File: src/usc_pkg.sv
// package: register map, field positions, timing counts and carriers of the status/control block
package usc_pkg;
	localparam logic [7:0] IDX_TX_NINTH = 8'h03;
	localparam logic [7:0] IDX_FLAGS    = 8'h04;
	localparam logic [7:0] IDX_CTRL_A   = 8'h05;
	localparam logic [7:0] IDX_CTRL_B   = 8'h06;
	localparam logic [7:0] RST_CTRL     = 8'h00;
	// status bit positions
	localparam int B_RXC = 7;
	localparam int B_TXC = 6;
	localparam int B_DRE = 5;
	localparam int B_RXS = 4;
	localparam int B_ISF = 3;
	localparam int B_BDF = 1;
	localparam int B_WFB = 0;
	// receiver speed modes
	localparam logic [1:0] RM_NORMAL = 2'h0;
	localparam logic [1:0] RM_DOUBLE = 2'h1;
	localparam logic [1:0] RM_GENERIC = 2'h2;
	localparam logic [1:0] RM_LIN     = 2'h3;
	// line driver modes
	localparam logic [1:0] LD_OFF = 2'h0;
	localparam logic [1:0] LD_EXT = 2'h1;
	localparam logic [1:0] LD_INT = 2'h2;
	// timing counts
	localparam logic [3:0] BREAK_BITS    = 4'hb;
	localparam logic [7:0] SYNC_PAIR_NOM = 8'h20;
	localparam logic [7:0] SYNC_PAIR_TOL = 8'h06;
	localparam logic [7:0] SYNC_BYTE     = 8'h55;
	localparam logic [4:0] DIV_NORMAL    = 5'h10;
	localparam logic [4:0] DIV_DOUBLE    = 5'h08;

	typedef enum logic [1:0] {
		AB_IDLE  = 2'b00,
		AB_BREAK = 2'b01,
		AB_SYNC  = 2'b11
	} usc_ab_state_t;

	typedef struct packed {
		logic        psel;
		logic        penable;
		logic        pwrite;
		logic [7:0]  paddr;
		logic [31:0] pwdata;
	} usc_apb_req_t;

	typedef struct packed {
		logic        pready;
		logic        pslverr;
		logic [31:0] prdata;
	} usc_apb_rsp_t;

	// pulses and levels from the neighbouring shifter, buffer and baud logic
	typedef struct packed {
		logic       rx_buf_nonempty;
		logic       rx_data_received;
		logic       tx_low_write;
		logic       tx_buf_taken;
		logic       tx_shift_busy;
		logic       tx_frame_done;
		logic       txc_vector_ack;
		logic       bit_tick;
		logic       sync_pair_pulse;
		logic [7:0] sync_pair_samples;
		logic       sync_done;
		logic [7:0] sync_byte;
		logic       sync_rate_ok;
		logic       sync_mode;
		logic       spi_master;
		logic       standby;
		logic       sleeping;
	} usc_events_t;

	typedef struct packed {
		logic       rx_line;
		logic       rx_flush;
		logic       autobaud_reset;
		logic       autobaud_abort;
		logic       tx_active;
		logic       transmit_ninth_bit;
		logic [4:0] baud_divisor;
		logic       multiprocessor_filter_en;
		logic       irq_rxc;
		logic       irq_txc;
		logic       irq_dre;
		logic       wake;
	} usc_ctrl_t;
endpackage

File: src/usc_regs.sv
// status, interrupt enable and line control registers of the serial port, apb slave
//
// The implementer's own choice: the APB slave port.
`timescale 1ns/1ps
module usc_regs (
	input  wire logic                  pclk,
	input  wire logic                  presetn,
	input  wire logic                  clk_en,
	input  wire usc_pkg::usc_apb_req_t apb_req,
	output usc_pkg::usc_apb_rsp_t      apb_rsp,
	input  wire usc_pkg::usc_events_t  ev,
	output usc_pkg::usc_ctrl_t         ctrl,
	input  wire logic                  rxd_pin,
	input  wire logic                  tx_serial,
	output logic                       txd_o,
	output logic                       txd_oe,
	output logic                       transmit_enable_pin
);
	import usc_pkg::*;

	logic [7:0]    ctrl_a_q;
	logic [7:0]    ctrl_b_q;
	logic          ninth_q;
	logic          txc_q;
	logic          dre_q;
	logic          rxs_q;
	logic          isf_q;
	logic          bdf_q;
	logic          wfb_q;
	logic          rx_meta_q;
	logic          rx_sync_q;
	logic          rx_prev_q;
	logic          receiver_en_prev_q;
	logic          tx_active_q;
	logic          ack_q;
	logic [3:0]    low_bits_q;
	logic          wfb_low_q;
	usc_ab_state_t ab_q;
	logic [31:0]   rdata_q;

	logic       rx_line;
	logic       fall;
	logic       rise;
	logic       access;
	logic       wr_en;
	logic       mapped;
	logic [7:0] idx;
	logic [7:0] wbyte;
	logic       wr_flags;
	logic       tx_pending;
	logic       rx_complete;
	logic       autobaud;
	logic       rx_flush;
	logic       pair_bad;
	logic       sync_err;
	logic       isf_clear;
	logic       tx_bit;

	// field aliases
	logic       receiver_en;
	logic       transmitter_en;
	logic       start_frame_detect_en;
	logic       open_drain_en;
	logic [1:0] receiver_speed_mode;
	logic [1:0] ldmode;

	assign receiver_en   = ctrl_b_q[7];
	assign transmitter_en   = ctrl_b_q[6];
	assign start_frame_detect_en  = ctrl_b_q[4];
	assign open_drain_en   = ctrl_b_q[3];
	assign receiver_speed_mode = ctrl_b_q[2:1];
	assign ldmode = ctrl_a_q[1:0];

	// apb decode: printed offsets are word indices, byte address is four times them
	assign idx    = {2'b00, apb_req.paddr[7:2]};
	assign access = apb_req.psel && apb_req.penable;
	assign wbyte  = apb_req.pwdata[7:0];
	always_comb begin
		if (apb_req.paddr[1:0] != 2'b00) begin
			mapped = 1'b0;
		end else if (idx == IDX_TX_NINTH || idx == IDX_FLAGS) begin
			mapped = 1'b1;
		end else if (idx == IDX_CTRL_A || idx == IDX_CTRL_B) begin
			mapped = 1'b1;
		end else begin
			mapped = 1'b0;
		end
	end

	// one wait state so read data leaves a flip-flop
	assign apb_rsp.pready  = access && ack_q && clk_en;
	assign apb_rsp.pslverr = access && ack_q && clk_en && !mapped;
	assign apb_rsp.prdata  = rdata_q;
	assign wr_en    = apb_rsp.pready && apb_req.pwrite && mapped;
	assign wr_flags = wr_en && idx == IDX_FLAGS;

	always_ff @(posedge pclk or negedge presetn) begin
		if (!presetn) begin
			ack_q <= 1'b0;
		end else if (clk_en) begin
			ack_q <= access && !ack_q;
		end
	end

	always_ff @(posedge pclk or negedge presetn) begin
		if (!presetn) begin
			rdata_q <= 32'h0000_0000;
		end else if (clk_en) begin
			if (access && !ack_q && !apb_req.pwrite) begin
				if (idx == IDX_FLAGS) begin
					// wait-for-break always reads zero
					rdata_q <= {24'h00_0000, rx_complete, txc_q, dre_q, rxs_q && start_frame_detect_en,
						isf_q, 1'b0, bdf_q, 1'b0};
				end else if (idx == IDX_CTRL_A) begin
					rdata_q <= {24'h00_0000, ctrl_a_q};
				end else if (idx == IDX_CTRL_B) begin
					rdata_q <= {24'h00_0000, ctrl_b_q};
				end else begin
					rdata_q <= 32'h0000_0000;
				end
			end
		end
	end

	// control registers; bit 5 of the second one is unimplemented
	always_ff @(posedge pclk or negedge presetn) begin
		if (!presetn) begin
			ctrl_a_q <= RST_CTRL;
			ctrl_b_q <= RST_CTRL;
			ninth_q  <= 1'b0;
		end else if (clk_en && wr_en) begin
			if (idx == IDX_CTRL_A) begin
				ctrl_a_q <= wbyte;
			end else if (idx == IDX_CTRL_B) begin
				ctrl_b_q <= wbyte & 8'hdf;
			end else if (idx == IDX_TX_NINTH) begin
				// write ordering against the low byte is the software's duty
				ninth_q <= wbyte[0];
			end
		end
	end

	// receive line synchroniser; loop-back taps the transmit bit
	always_ff @(posedge pclk or negedge presetn) begin
		if (!presetn) begin
			rx_meta_q <= 1'b1;
			rx_sync_q <= 1'b1;
			rx_prev_q <= 1'b1;
		end else if (clk_en) begin
			rx_meta_q <= rxd_pin;
			rx_sync_q <= rx_meta_q;
			rx_prev_q <= rx_line;
		end
	end
	assign rx_line = ctrl_a_q[3] ? tx_bit : rx_sync_q;
	assign fall    = rx_prev_q && !rx_line;
	assign rise    = !rx_prev_q && rx_line;

	// receiver side
	always_ff @(posedge pclk or negedge presetn) begin
		if (!presetn) begin
			receiver_en_prev_q <= 1'b0;
		end else if (clk_en) begin
			receiver_en_prev_q <= receiver_en;
		end
	end
	assign rx_flush    = receiver_en_prev_q && !receiver_en;
	assign rx_complete = receiver_en && ev.rx_buf_nonempty;
	assign autobaud    = receiver_speed_mode == RM_GENERIC || receiver_speed_mode == RM_LIN;

	// transmitter side
	assign tx_pending = ev.tx_shift_busy || !dre_q;

	always_ff @(posedge pclk or negedge presetn) begin
		if (!presetn) begin
			dre_q <= 1'b1;
		end else if (clk_en) begin
			if (ev.tx_buf_taken) begin
				dre_q <= 1'b1;
			end else if (ev.tx_low_write) begin
				dre_q <= 1'b0;
			end
		end
	end

	// set beats a clear in the same cycle
	always_ff @(posedge pclk or negedge presetn) begin
		if (!presetn) begin
			txc_q <= 1'b0;
		end else if (clk_en) begin
			if (ev.tx_frame_done && dre_q && !ev.tx_low_write) begin
				txc_q <= 1'b1;
			end else if (ev.txc_vector_ack || (wr_flags && wbyte[B_TXC])) begin
				txc_q <= 1'b0;
			end
		end
	end

	// disable only lands once shifter and buffer are empty
	always_ff @(posedge pclk or negedge presetn) begin
		if (!presetn) begin
			tx_active_q <= 1'b0;
		end else if (clk_en) begin
			tx_active_q <= transmitter_en || (tx_active_q && tx_pending);
		end
	end

	// pin drive: released pin is an input; open drain only pulls low
	assign tx_bit = tx_active_q ? tx_serial : 1'b1;
	always_comb begin
		txd_o  = 1'b0;
		txd_oe = 1'b0;
		if (tx_active_q) begin
			if (open_drain_en) begin
				txd_oe = !tx_serial;
			end else begin
				txd_o  = tx_serial;
				txd_oe = 1'b1;
			end
			if (ldmode == LD_INT && !tx_pending) begin
				txd_oe = 1'b0;
			end
		end
	end
	assign transmit_enable_pin = ldmode == LD_EXT && tx_active_q && tx_pending;

	// start detect: standby only, idle when start detection is off
	always_ff @(posedge pclk or negedge presetn) begin
		if (!presetn) begin
			rxs_q <= 1'b0;
		end else if (clk_en) begin
			if (start_frame_detect_en && ev.standby && fall && !ev.spi_master) begin
				rxs_q <= 1'b1;
			end else if (!start_frame_detect_en || (wr_flags && wbyte[B_RXS])) begin
				rxs_q <= 1'b0;
			end
		end
	end

	// auto-baud: break measurement then sync check
	assign pair_bad = ev.sync_pair_samples < SYNC_PAIR_NOM - SYNC_PAIR_TOL
		|| ev.sync_pair_samples > SYNC_PAIR_NOM + SYNC_PAIR_TOL;
	assign isf_clear = wr_flags && wbyte[B_ISF];
	always_comb begin
		sync_err = 1'b0;
		if (ab_q == AB_SYNC) begin
			if (receiver_speed_mode == RM_LIN && ev.sync_pair_pulse && pair_bad) begin
				sync_err = 1'b1;
			end else if (ev.sync_done && !ev.sync_rate_ok) begin
				sync_err = 1'b1;
			end else if (ev.sync_done && receiver_speed_mode == RM_LIN && ev.sync_byte != SYNC_BYTE) begin
				sync_err = 1'b1;
			end
		end
	end

	// detection is only meaningful for an asynchronous slave
	always_ff @(posedge pclk or negedge presetn) begin
		if (!presetn) begin
			ab_q       <= AB_IDLE;
			low_bits_q <= 4'h0;
		end else if (clk_en) begin
			if (!autobaud || !receiver_en || ev.sync_mode || isf_clear) begin
				ab_q       <= AB_IDLE;
				low_bits_q <= 4'h0;
			end else begin
				case (ab_q)
					AB_IDLE: begin
						low_bits_q <= 4'h0;
						if (fall) begin
							ab_q <= AB_BREAK;
						end
					end
					AB_BREAK: begin
						if (rise) begin
							if (low_bits_q >= BREAK_BITS || wfb_low_q) begin
								ab_q <= AB_SYNC;
							end else begin
								ab_q <= AB_IDLE;
							end
						end else if (ev.bit_tick && low_bits_q != 4'hf) begin
							low_bits_q <= low_bits_q + 4'h1;
						end
					end
					AB_SYNC: begin
						if (ev.sync_done || sync_err) begin
							ab_q <= AB_IDLE;
						end
					end
					default: begin
						ab_q <= AB_IDLE;
					end
				endcase
			end
		end
	end

	// wait-for-break arms, then latches the low phase of the next transition
	always_ff @(posedge pclk or negedge presetn) begin
		if (!presetn) begin
			wfb_q     <= 1'b0;
			wfb_low_q <= 1'b0;
		end else if (clk_en) begin
			if (wr_flags && wbyte[B_WFB]) begin
				wfb_q <= 1'b1;
			end else if (wfb_q && fall) begin
				wfb_q <= 1'b0;
			end
			if (wfb_q && fall) begin
				wfb_low_q <= 1'b1;
			end else if (ab_q != AB_BREAK) begin
				wfb_low_q <= 1'b0;
			end
		end
	end

	always_ff @(posedge pclk or negedge presetn) begin
		if (!presetn) begin
			isf_q <= 1'b0;
		end else if (clk_en) begin
			if (sync_err) begin
				isf_q <= 1'b1;
			end else if (isf_clear) begin
				isf_q <= 1'b0;
			end
		end
	end

	always_ff @(posedge pclk or negedge presetn) begin
		if (!presetn) begin
			bdf_q <= 1'b0;
		end else if (clk_en) begin
			if (ab_q == AB_SYNC && ev.sync_done && !sync_err) begin
				bdf_q <= 1'b1;
			end else if (!autobaud || ev.rx_data_received || (wr_flags && wbyte[B_BDF])) begin
				bdf_q <= 1'b0;
			end
		end
	end

	// outputs to the neighbouring logic
	assign ctrl.rx_line            = rx_line;
	assign ctrl.rx_flush           = rx_flush;
	assign ctrl.autobaud_reset     = rx_flush && autobaud;
	assign ctrl.autobaud_abort     = isf_clear;
	assign ctrl.tx_active          = tx_active_q;
	assign ctrl.transmit_ninth_bit = ninth_q;
	// doubling has no meaning for a synchronous link
	assign ctrl.baud_divisor = (receiver_speed_mode == RM_DOUBLE && !ev.sync_mode)
		? DIV_DOUBLE : DIV_NORMAL;
	assign ctrl.multiprocessor_filter_en = ctrl_b_q[0];
	assign ctrl.irq_rxc = (ctrl_a_q[7] && rx_complete) || (ctrl_a_q[4] && rxs_q && start_frame_detect_en)
		|| (ctrl_a_q[2] && isf_q);
	assign ctrl.irq_txc = ctrl_a_q[6] && txc_q;
	assign ctrl.irq_dre = ctrl_a_q[5] && dre_q;
	assign ctrl.wake    = start_frame_detect_en && (ev.standby || ev.sleeping) && fall;
endmodule

File: config.mk
export PLATFORM = sky130hd
export DESIGN_NAME = usc_regs
export DESIGN_NICKNAME = d
export VERILOG_FILES = /design/src/usc_pkg.sv /design/src/usc_regs.sv
export SDC_FILE = /design/constraint.sdc
export NUM_CORES = 1
export LEC_CHECK = 0
export CAP_MARGIN = 20
export CORE_MARGIN = 10
export CORE_UTILIZATION = 45
export CTS_BUF_LIST = sky130_fd_sc_hd__clkbuf_2 sky130_fd_sc_hd__clkbuf_4 sky130_fd_sc_hd__clkbuf_8
export DETAILED_ROUTE_END_ITERATION = 6
export DONT_BUFFER_PORTS = 1
export HOLD_SLACK_MARGIN = 0.05
export REMOVE_ABC_BUFFERS = 1
export SYNTH_ARGS = -nofsm -noshare
export SYNTH_HDL_FRONTEND = slang
export SYNTH_SLANG_ARGS = --single-unit
File: constraint.sdc
create_clock -name pclk -period 3.8 [get_ports pclk]
set_input_delay 0.19 -clock pclk [delete_from_list [all_inputs] [get_ports pclk]]
set_output_delay 0.19 -clock pclk [all_outputs]
set_load 0.05 [all_outputs]
* Yosys cells after proc, flatten, opt, wreduce, memory -nomap -nowiden
Index checks and enable logic that the tools add are counted.
Storage, ports and cells: bits in registers 67, bits in latches 0, RAM bits 0, bits in read-only memories 0, bits of input ports 79, logic and storage cells 191, memories 0
Cells by class: $add $sub $neg 1, multiply operators 0, div/mod/pow operators 0, $lt $le $gt $ge 3, equal/unequal tests 19, shift-type cells 0, muxes and demuxes 42, bitwise operators 2, reductions and logical operators 105
Operators by type and width (number):
- $logic_and 1x1->1 | 48
- $mux 32 | 1
- $mux 1 | 28
- $eq 6x3->1 const B | 3
- $logic_or 1x1->1 | 18
- $reduce_and 2->1 | 9
- $logic_not 1->1 | 16
- $mux 8 | 2
- $reduce_bool 2->1 | 8
- $mux 4 | 3
- $ne 3x3->1 const B | 4
- $reduce_and 4->1 | 3
- $mux 2 | 5
- $eq 2x2->1 const B | 4
- $gt 8x6->1 const B | 1
- $lt 8x5->1 const B | 1
- $ne 8x7->1 const B | 1
- $pmux 4 s2 | 1
- $eq 2x1->1 const B | 3
- $eq 6x2->1 const B | 1
- $pmux 2 s3 | 1
- $mux 5 | 1
- $add 4x1->4 const B | 1
- $ge 4x4->1 const B | 1
- other kinds (7) | 8

* Longest topological paths before layout
depth after elaboration 11, depth in mapped cells 7, depth with buffers taken out 6

* Worst setup path before layout
No wires, ideal clock.
kind register to output, from reg tx_active_q, to out ctrl[0] (netlist name), arrival 1.828 ns, required time 3.610 ns, setup slack 1.782 ns, cell stages (with the launch flop) 5, path buffers 0, cells stage by stage dfrtp_1 > and3b_1 > or2_2 > inv_1 > nor3_1
RTL lines:
- start: declaration | RTL line usc_regs.sv:34 | logic tx_active_q;
- start signal: assignment | RTL line usc_regs.sv:204 | tx_active_q <= transmitter_en || (tx_active_q && tx_pending);
- end: declaration | RTL line usc_regs.sv:12 | output usc_pkg::usc_ctrl_t ctrl,

==> impl_summary.md <==
Synth
The synthesized design contains 43 register bits. For this run, the register share of the synthesized area comes to 41.4%. After Yosys synthesis, full adders, half adders and majority gates account for less than 1% of the synthesized area.

The mux contribution to synthesized area is 8.82%. By area, the combinational part of the netlist is dominated by simple AND/OR/NAND/NOR gates. Summing every instance area after synthesis gives between 0.002 and 0.003 sq mm. Summing the areas of all compound-gate instances in the mapped netlist gives around 16% of the synthesized area.

The synthesized instance count is around 270. The synthesized netlist devotes 0% of its cell area to XOR and XNOR gates. The number of warnings reported in the yosys synthesis log is 0. Averaged over all synthesized cells, the footprint is ~9.5 sq um. The netlist uses 53 different library cells. Counting flops with a built-in enable in the synthesized netlist gives 0. Counting flops with an async set or reset pin after synthesis yields a share of 100%. The area share of and/or/nand/nor cells after synthesis is between 20% and 30%.

The most used flip-flop cell after synthesis is sky130_fd_sc_hd__dfrtp_1.

CTS
The buffer cell driving the clock tree root is sky130_fd_sc_hd__clkbuf_8. The clock net sink count is 43. The number of setup buffers added after CTS is 0.

The clock reaches the later pin of the worst-skew pair after 310 ps. Counting along the longest clock path gives a buffer depth of 2. The clock slew seen by the registers of the worst setup and hold paths is 90 ps. In this run, CTS created clock tree buffers numbering 5.

The H-tree level count is 2. The CTS tree is built.

Drt
In the routed design, unresolved DRC markers number 0. The total length of routed wires is 7110 um. The detail-routed via count per cell is 5.59. The via count is ~2000. After the first detailed-routing iteration, the DRC count stood at between 80 and 90.

The detail route stage leaves a number of antenna-violating nets equal to 0. In the final routed layout, each cell accounts on average for approximately 20 um. For this run, the detailed router's first-pass iteration total came to 4.

Global routing
The first global-routing pass estimated approximately 11000 um of wire. The number of global-route vias before repair is approximately 2000. The overall routing resource usage is roughly 15%. The sum of overflow across all layers after global routing is 0.

The initial antenna violation count came to 0. The maximum number of pins on one net before global-route repair is between 40 and 50.

Layout
The share of the core filled with cells in the final layout is roughly half. Registers take ~0.0011 sq mm. The total inserted antenna cells is 0.

The final standard cell area without fillers is 0.00282 sq mm. In the final layout, the share of cells above drive strength 1 is 12.6%. The number of nets at the end of the flow is around 360. The final cell count without fillers is 357. The layout-stage area growth over the synthesis result is 8.15%.

After filler insertion, the fill cell instance count of the layout stands at 535. The multi-input combinational cells in the finished layout cover a total of roughly 0.0013 sq mm.

Worst setup path
At the worst endpoint, the arrival time is around 2500 ps. The setup path with the least slack is of type reg -> out. Counting cells, the worst reg-to-reg path comes to 6. The nature of the critical path endpoint is an output pin. The destination of the worst register-to-register timing path is rxs_q. The beginning of the worst register-to-register path is ack_q. The required arrival time at the worst endpoint is roughly 3600 ps.

The worst register-to-register path has a setup slack of approximately 1200 ps. The largest fanout on the critical path is 6. The startpoint kind of the worst setup timing path is a flip-flop.

Run
The max-capacitance violation count is 0.

Pwr
After layout, the design draws a total of 1.01 mW. VDD sags by at most roughly 0.00015 V. The analysis attributes to cell leakage a power of between 1 and 1.5 nW. The power density relative to cell area is around 360 mW/mm^2.

Floorplan
The die extent in y is 96.2 um. Row generation in the floorplan step produced 27 rows. The floorplan step defined a die boundary enclosing 0.00925 sq mm. approximately 130 I/O pins were placed. The core region is about 0.0056 sq mm. The die extent in x is 96.2 um. Once the floorplan was initialized, standard cells occupied a little under half of the core.

STA
The worst clock skew is about 12 ps. The post-route setup TNS is 0 ps. The final hold violation count is 0.

The highest achievable clock rate is ~370 MHz. Setup repair after global routing left no endpoint under its margin. The slew at the pin closest to its max-slew limit is 977 ps.

Measured against its own limit, the worst slew margin works out to around a third. The number of pins exceeding their max-slew limit in the final report is 0. Setup violations remaining at the end of the flow were counted as 0. After layout, the minimum clock period comes to 2690 ps. Dividing the final minimum period by the clock period gives a little under three quarters.

Placed design
The number of placed instances, taps included, is around 330. After detailed placement, the total cell area comes to 0.00251 sq mm. Summed over all nets, the half-perimeter wirelength after detailed placement is around 5300 um. The placer's final routability congestion estimate is ~0.85. The port buffer count is 0.

Hold path
The hold path depth is 2. The startpoint of the lowest-slack hold path is clk_en. The worst min-delay path category is in -> reg. The capture endpoint of the worst hold path is ab_q[1].

Outcome
The run finished with clean final reports.
-- how the worst max path moves through the flow --
| stage | cells after the start | slack, ps | start | to |
|---|---|---|---|---|
| floorplan | 4 | 1190 | tx_active_q | ctrl[0] |
| global placement | 4 | 1320 | apb_req[37] | ctrl_a_q[7] |
| detailed placement | 4 | 1260 | apb_req[37] | ctrl_a_q[7] |
| CTS | 4 | 1070 | tx_active_q | ctrl[0] |
| global route | 4 | 1010 | tx_active_q | ctrl[0] |
| finish | 4 | 1110 | tx_active_q | ctrl[0] |
-- through the flow --
step	hold slack (ps)	setup slack [ps]
after floorplan	-106	1190
final	68.0	1110
after detailed placement	-104	1260
after global placement	-103	1320
after global routing	50.1	1010
after CTS	57.9	1070
-- metal layers --
layer | vias to the layer above | share of wire [%] | GRT usage, %
li1 | 939 | - | -
met1 | 947 | 43 | 19.9
met2 | 97 | 43 | 22.4
met3 | 11 | 13 | 5.84
met4 | 0 | 1.5 | 4.91
met5 | - | 0 | 0
-- worst max-delay path, stage by stage, from the launching register on --
cell and delay [ps]:
sky130_fd_sc_hd__dfrtp_1 750, sky130_fd_sc_hd__and3b_1 280, sky130_fd_sc_hd__or2_2 150, sky130_fd_sc_hd__inv_1 250, sky130_fd_sc_hd__nor3_2 760
-- power breakdown --
part | switching, mW | internal, mW | total [mW] | leakage, nW
registers | 0.0149 | 0.475 | 0.489 | 0.560
logic | 0.116 | 0.0422 | 0.158 | 0.693
clock network | 0.170 | 0.196 | 0.366 | 0.0581
-- placed cells by master (no fill, tap or decap), types with 5 or more instances in the layout --
cell / n
sky130_fd_sc_hd__nand3_1: 12
sky130_fd_sc_hd__and2_1: 5
sky130_fd_sc_hd__nor2_1: 17
sky130_fd_sc_hd__conb_1: 27
sky130_fd_sc_hd__a31oi_1: 6
sky130_fd_sc_hd__dlygate4sd3_1: 17
sky130_fd_sc_hd__mux2i_1: 5
sky130_fd_sc_hd__nor2b_1: 8
sky130_fd_sc_hd__dfrtp_1: 39
sky130_fd_sc_hd__nand2_1: 22
sky130_fd_sc_hd__a21oi_1: 10
sky130_fd_sc_hd__mux2_2: 16
sky130_fd_sc_hd__o21ai_0: 15
sky130_fd_sc_hd__clkbuf_8: 5
sky130_fd_sc_hd__inv_1: 11
-- cell usage after synthesis (4+ instances only) --
| cell type | instances | area [sq um] |
|---|---|---|
| sky130_fd_sc_hd__nor3_1 | 6 | 30.0 |
| sky130_fd_sc_hd__a22oi_1 | 4 | 30.0 |
| sky130_fd_sc_hd__nand3_1 | 12 | 60.1 |
| sky130_fd_sc_hd__nor2_1 | 17 | 63.8 |
| sky130_fd_sc_hd__mux2i_1 | 5 | 50.1 |
| sky130_fd_sc_hd__dfstp_2 | 4 | 105 |
| sky130_fd_sc_hd__dfrtp_1 | 39 | 976 |
| sky130_fd_sc_hd__nor2b_1 | 8 | 50.1 |
| sky130_fd_sc_hd__and2_1 | 5 | 31.3 |
| sky130_fd_sc_hd__inv_1 | 11 | 41.3 |
| sky130_fd_sc_hd__a31oi_1 | 6 | 37.5 |
| sky130_fd_sc_hd__mux2_2 | 16 | 180 |
| sky130_fd_sc_hd__nand2_1 | 22 | 82.6 |
| sky130_fd_sc_hd__a21oi_1 | 10 | 50.1 |
| sky130_fd_sc_hd__buf_4 | 38 | 285 |
| sky130_fd_sc_hd__o21ai_0 | 15 | 75.1 |
-- logic make-up (layout without fill, tap and decap cells) --
kind of cell,count (synthesis),in the layout
AOI/OAI and AO/OA,60,60
adders and majority gates,1,1
buffers and inverters,53,38
DFF,43,43
muxes,21,21
other,1,27
and+or+nand+nor,95,95
-- layout make-up --
type | count | share of cell area, %
multi-input combinational | 204 | 45.8
sequential | 43 | 38.3
inverter | 11 | 1.46
clock inverter | 3 | 1.55
tap | 72 | 3.19
clock buffer | 5 | 2.44
timing repair buffer | 19 | 7.27
-- registers in the layout (all words and copies together) (netlist names), 2 cells and up --
| register | count |
|---|---|
| ab_q | 2 |
| ctrl_a_q | 8 |
| ctrl_b_q | 7 |
| low_bits_q | 4 |
| rdata_q | 8 |
-- timing repair --
action                                  in CTS  in global routing
hold buffers                                18                  0
endpoints found under the setup margin       0                  0
endpoints found under the hold margin       71                  0
resized for setup                            0                  0
Note: power is estimated with default switching activity, not from simulation.
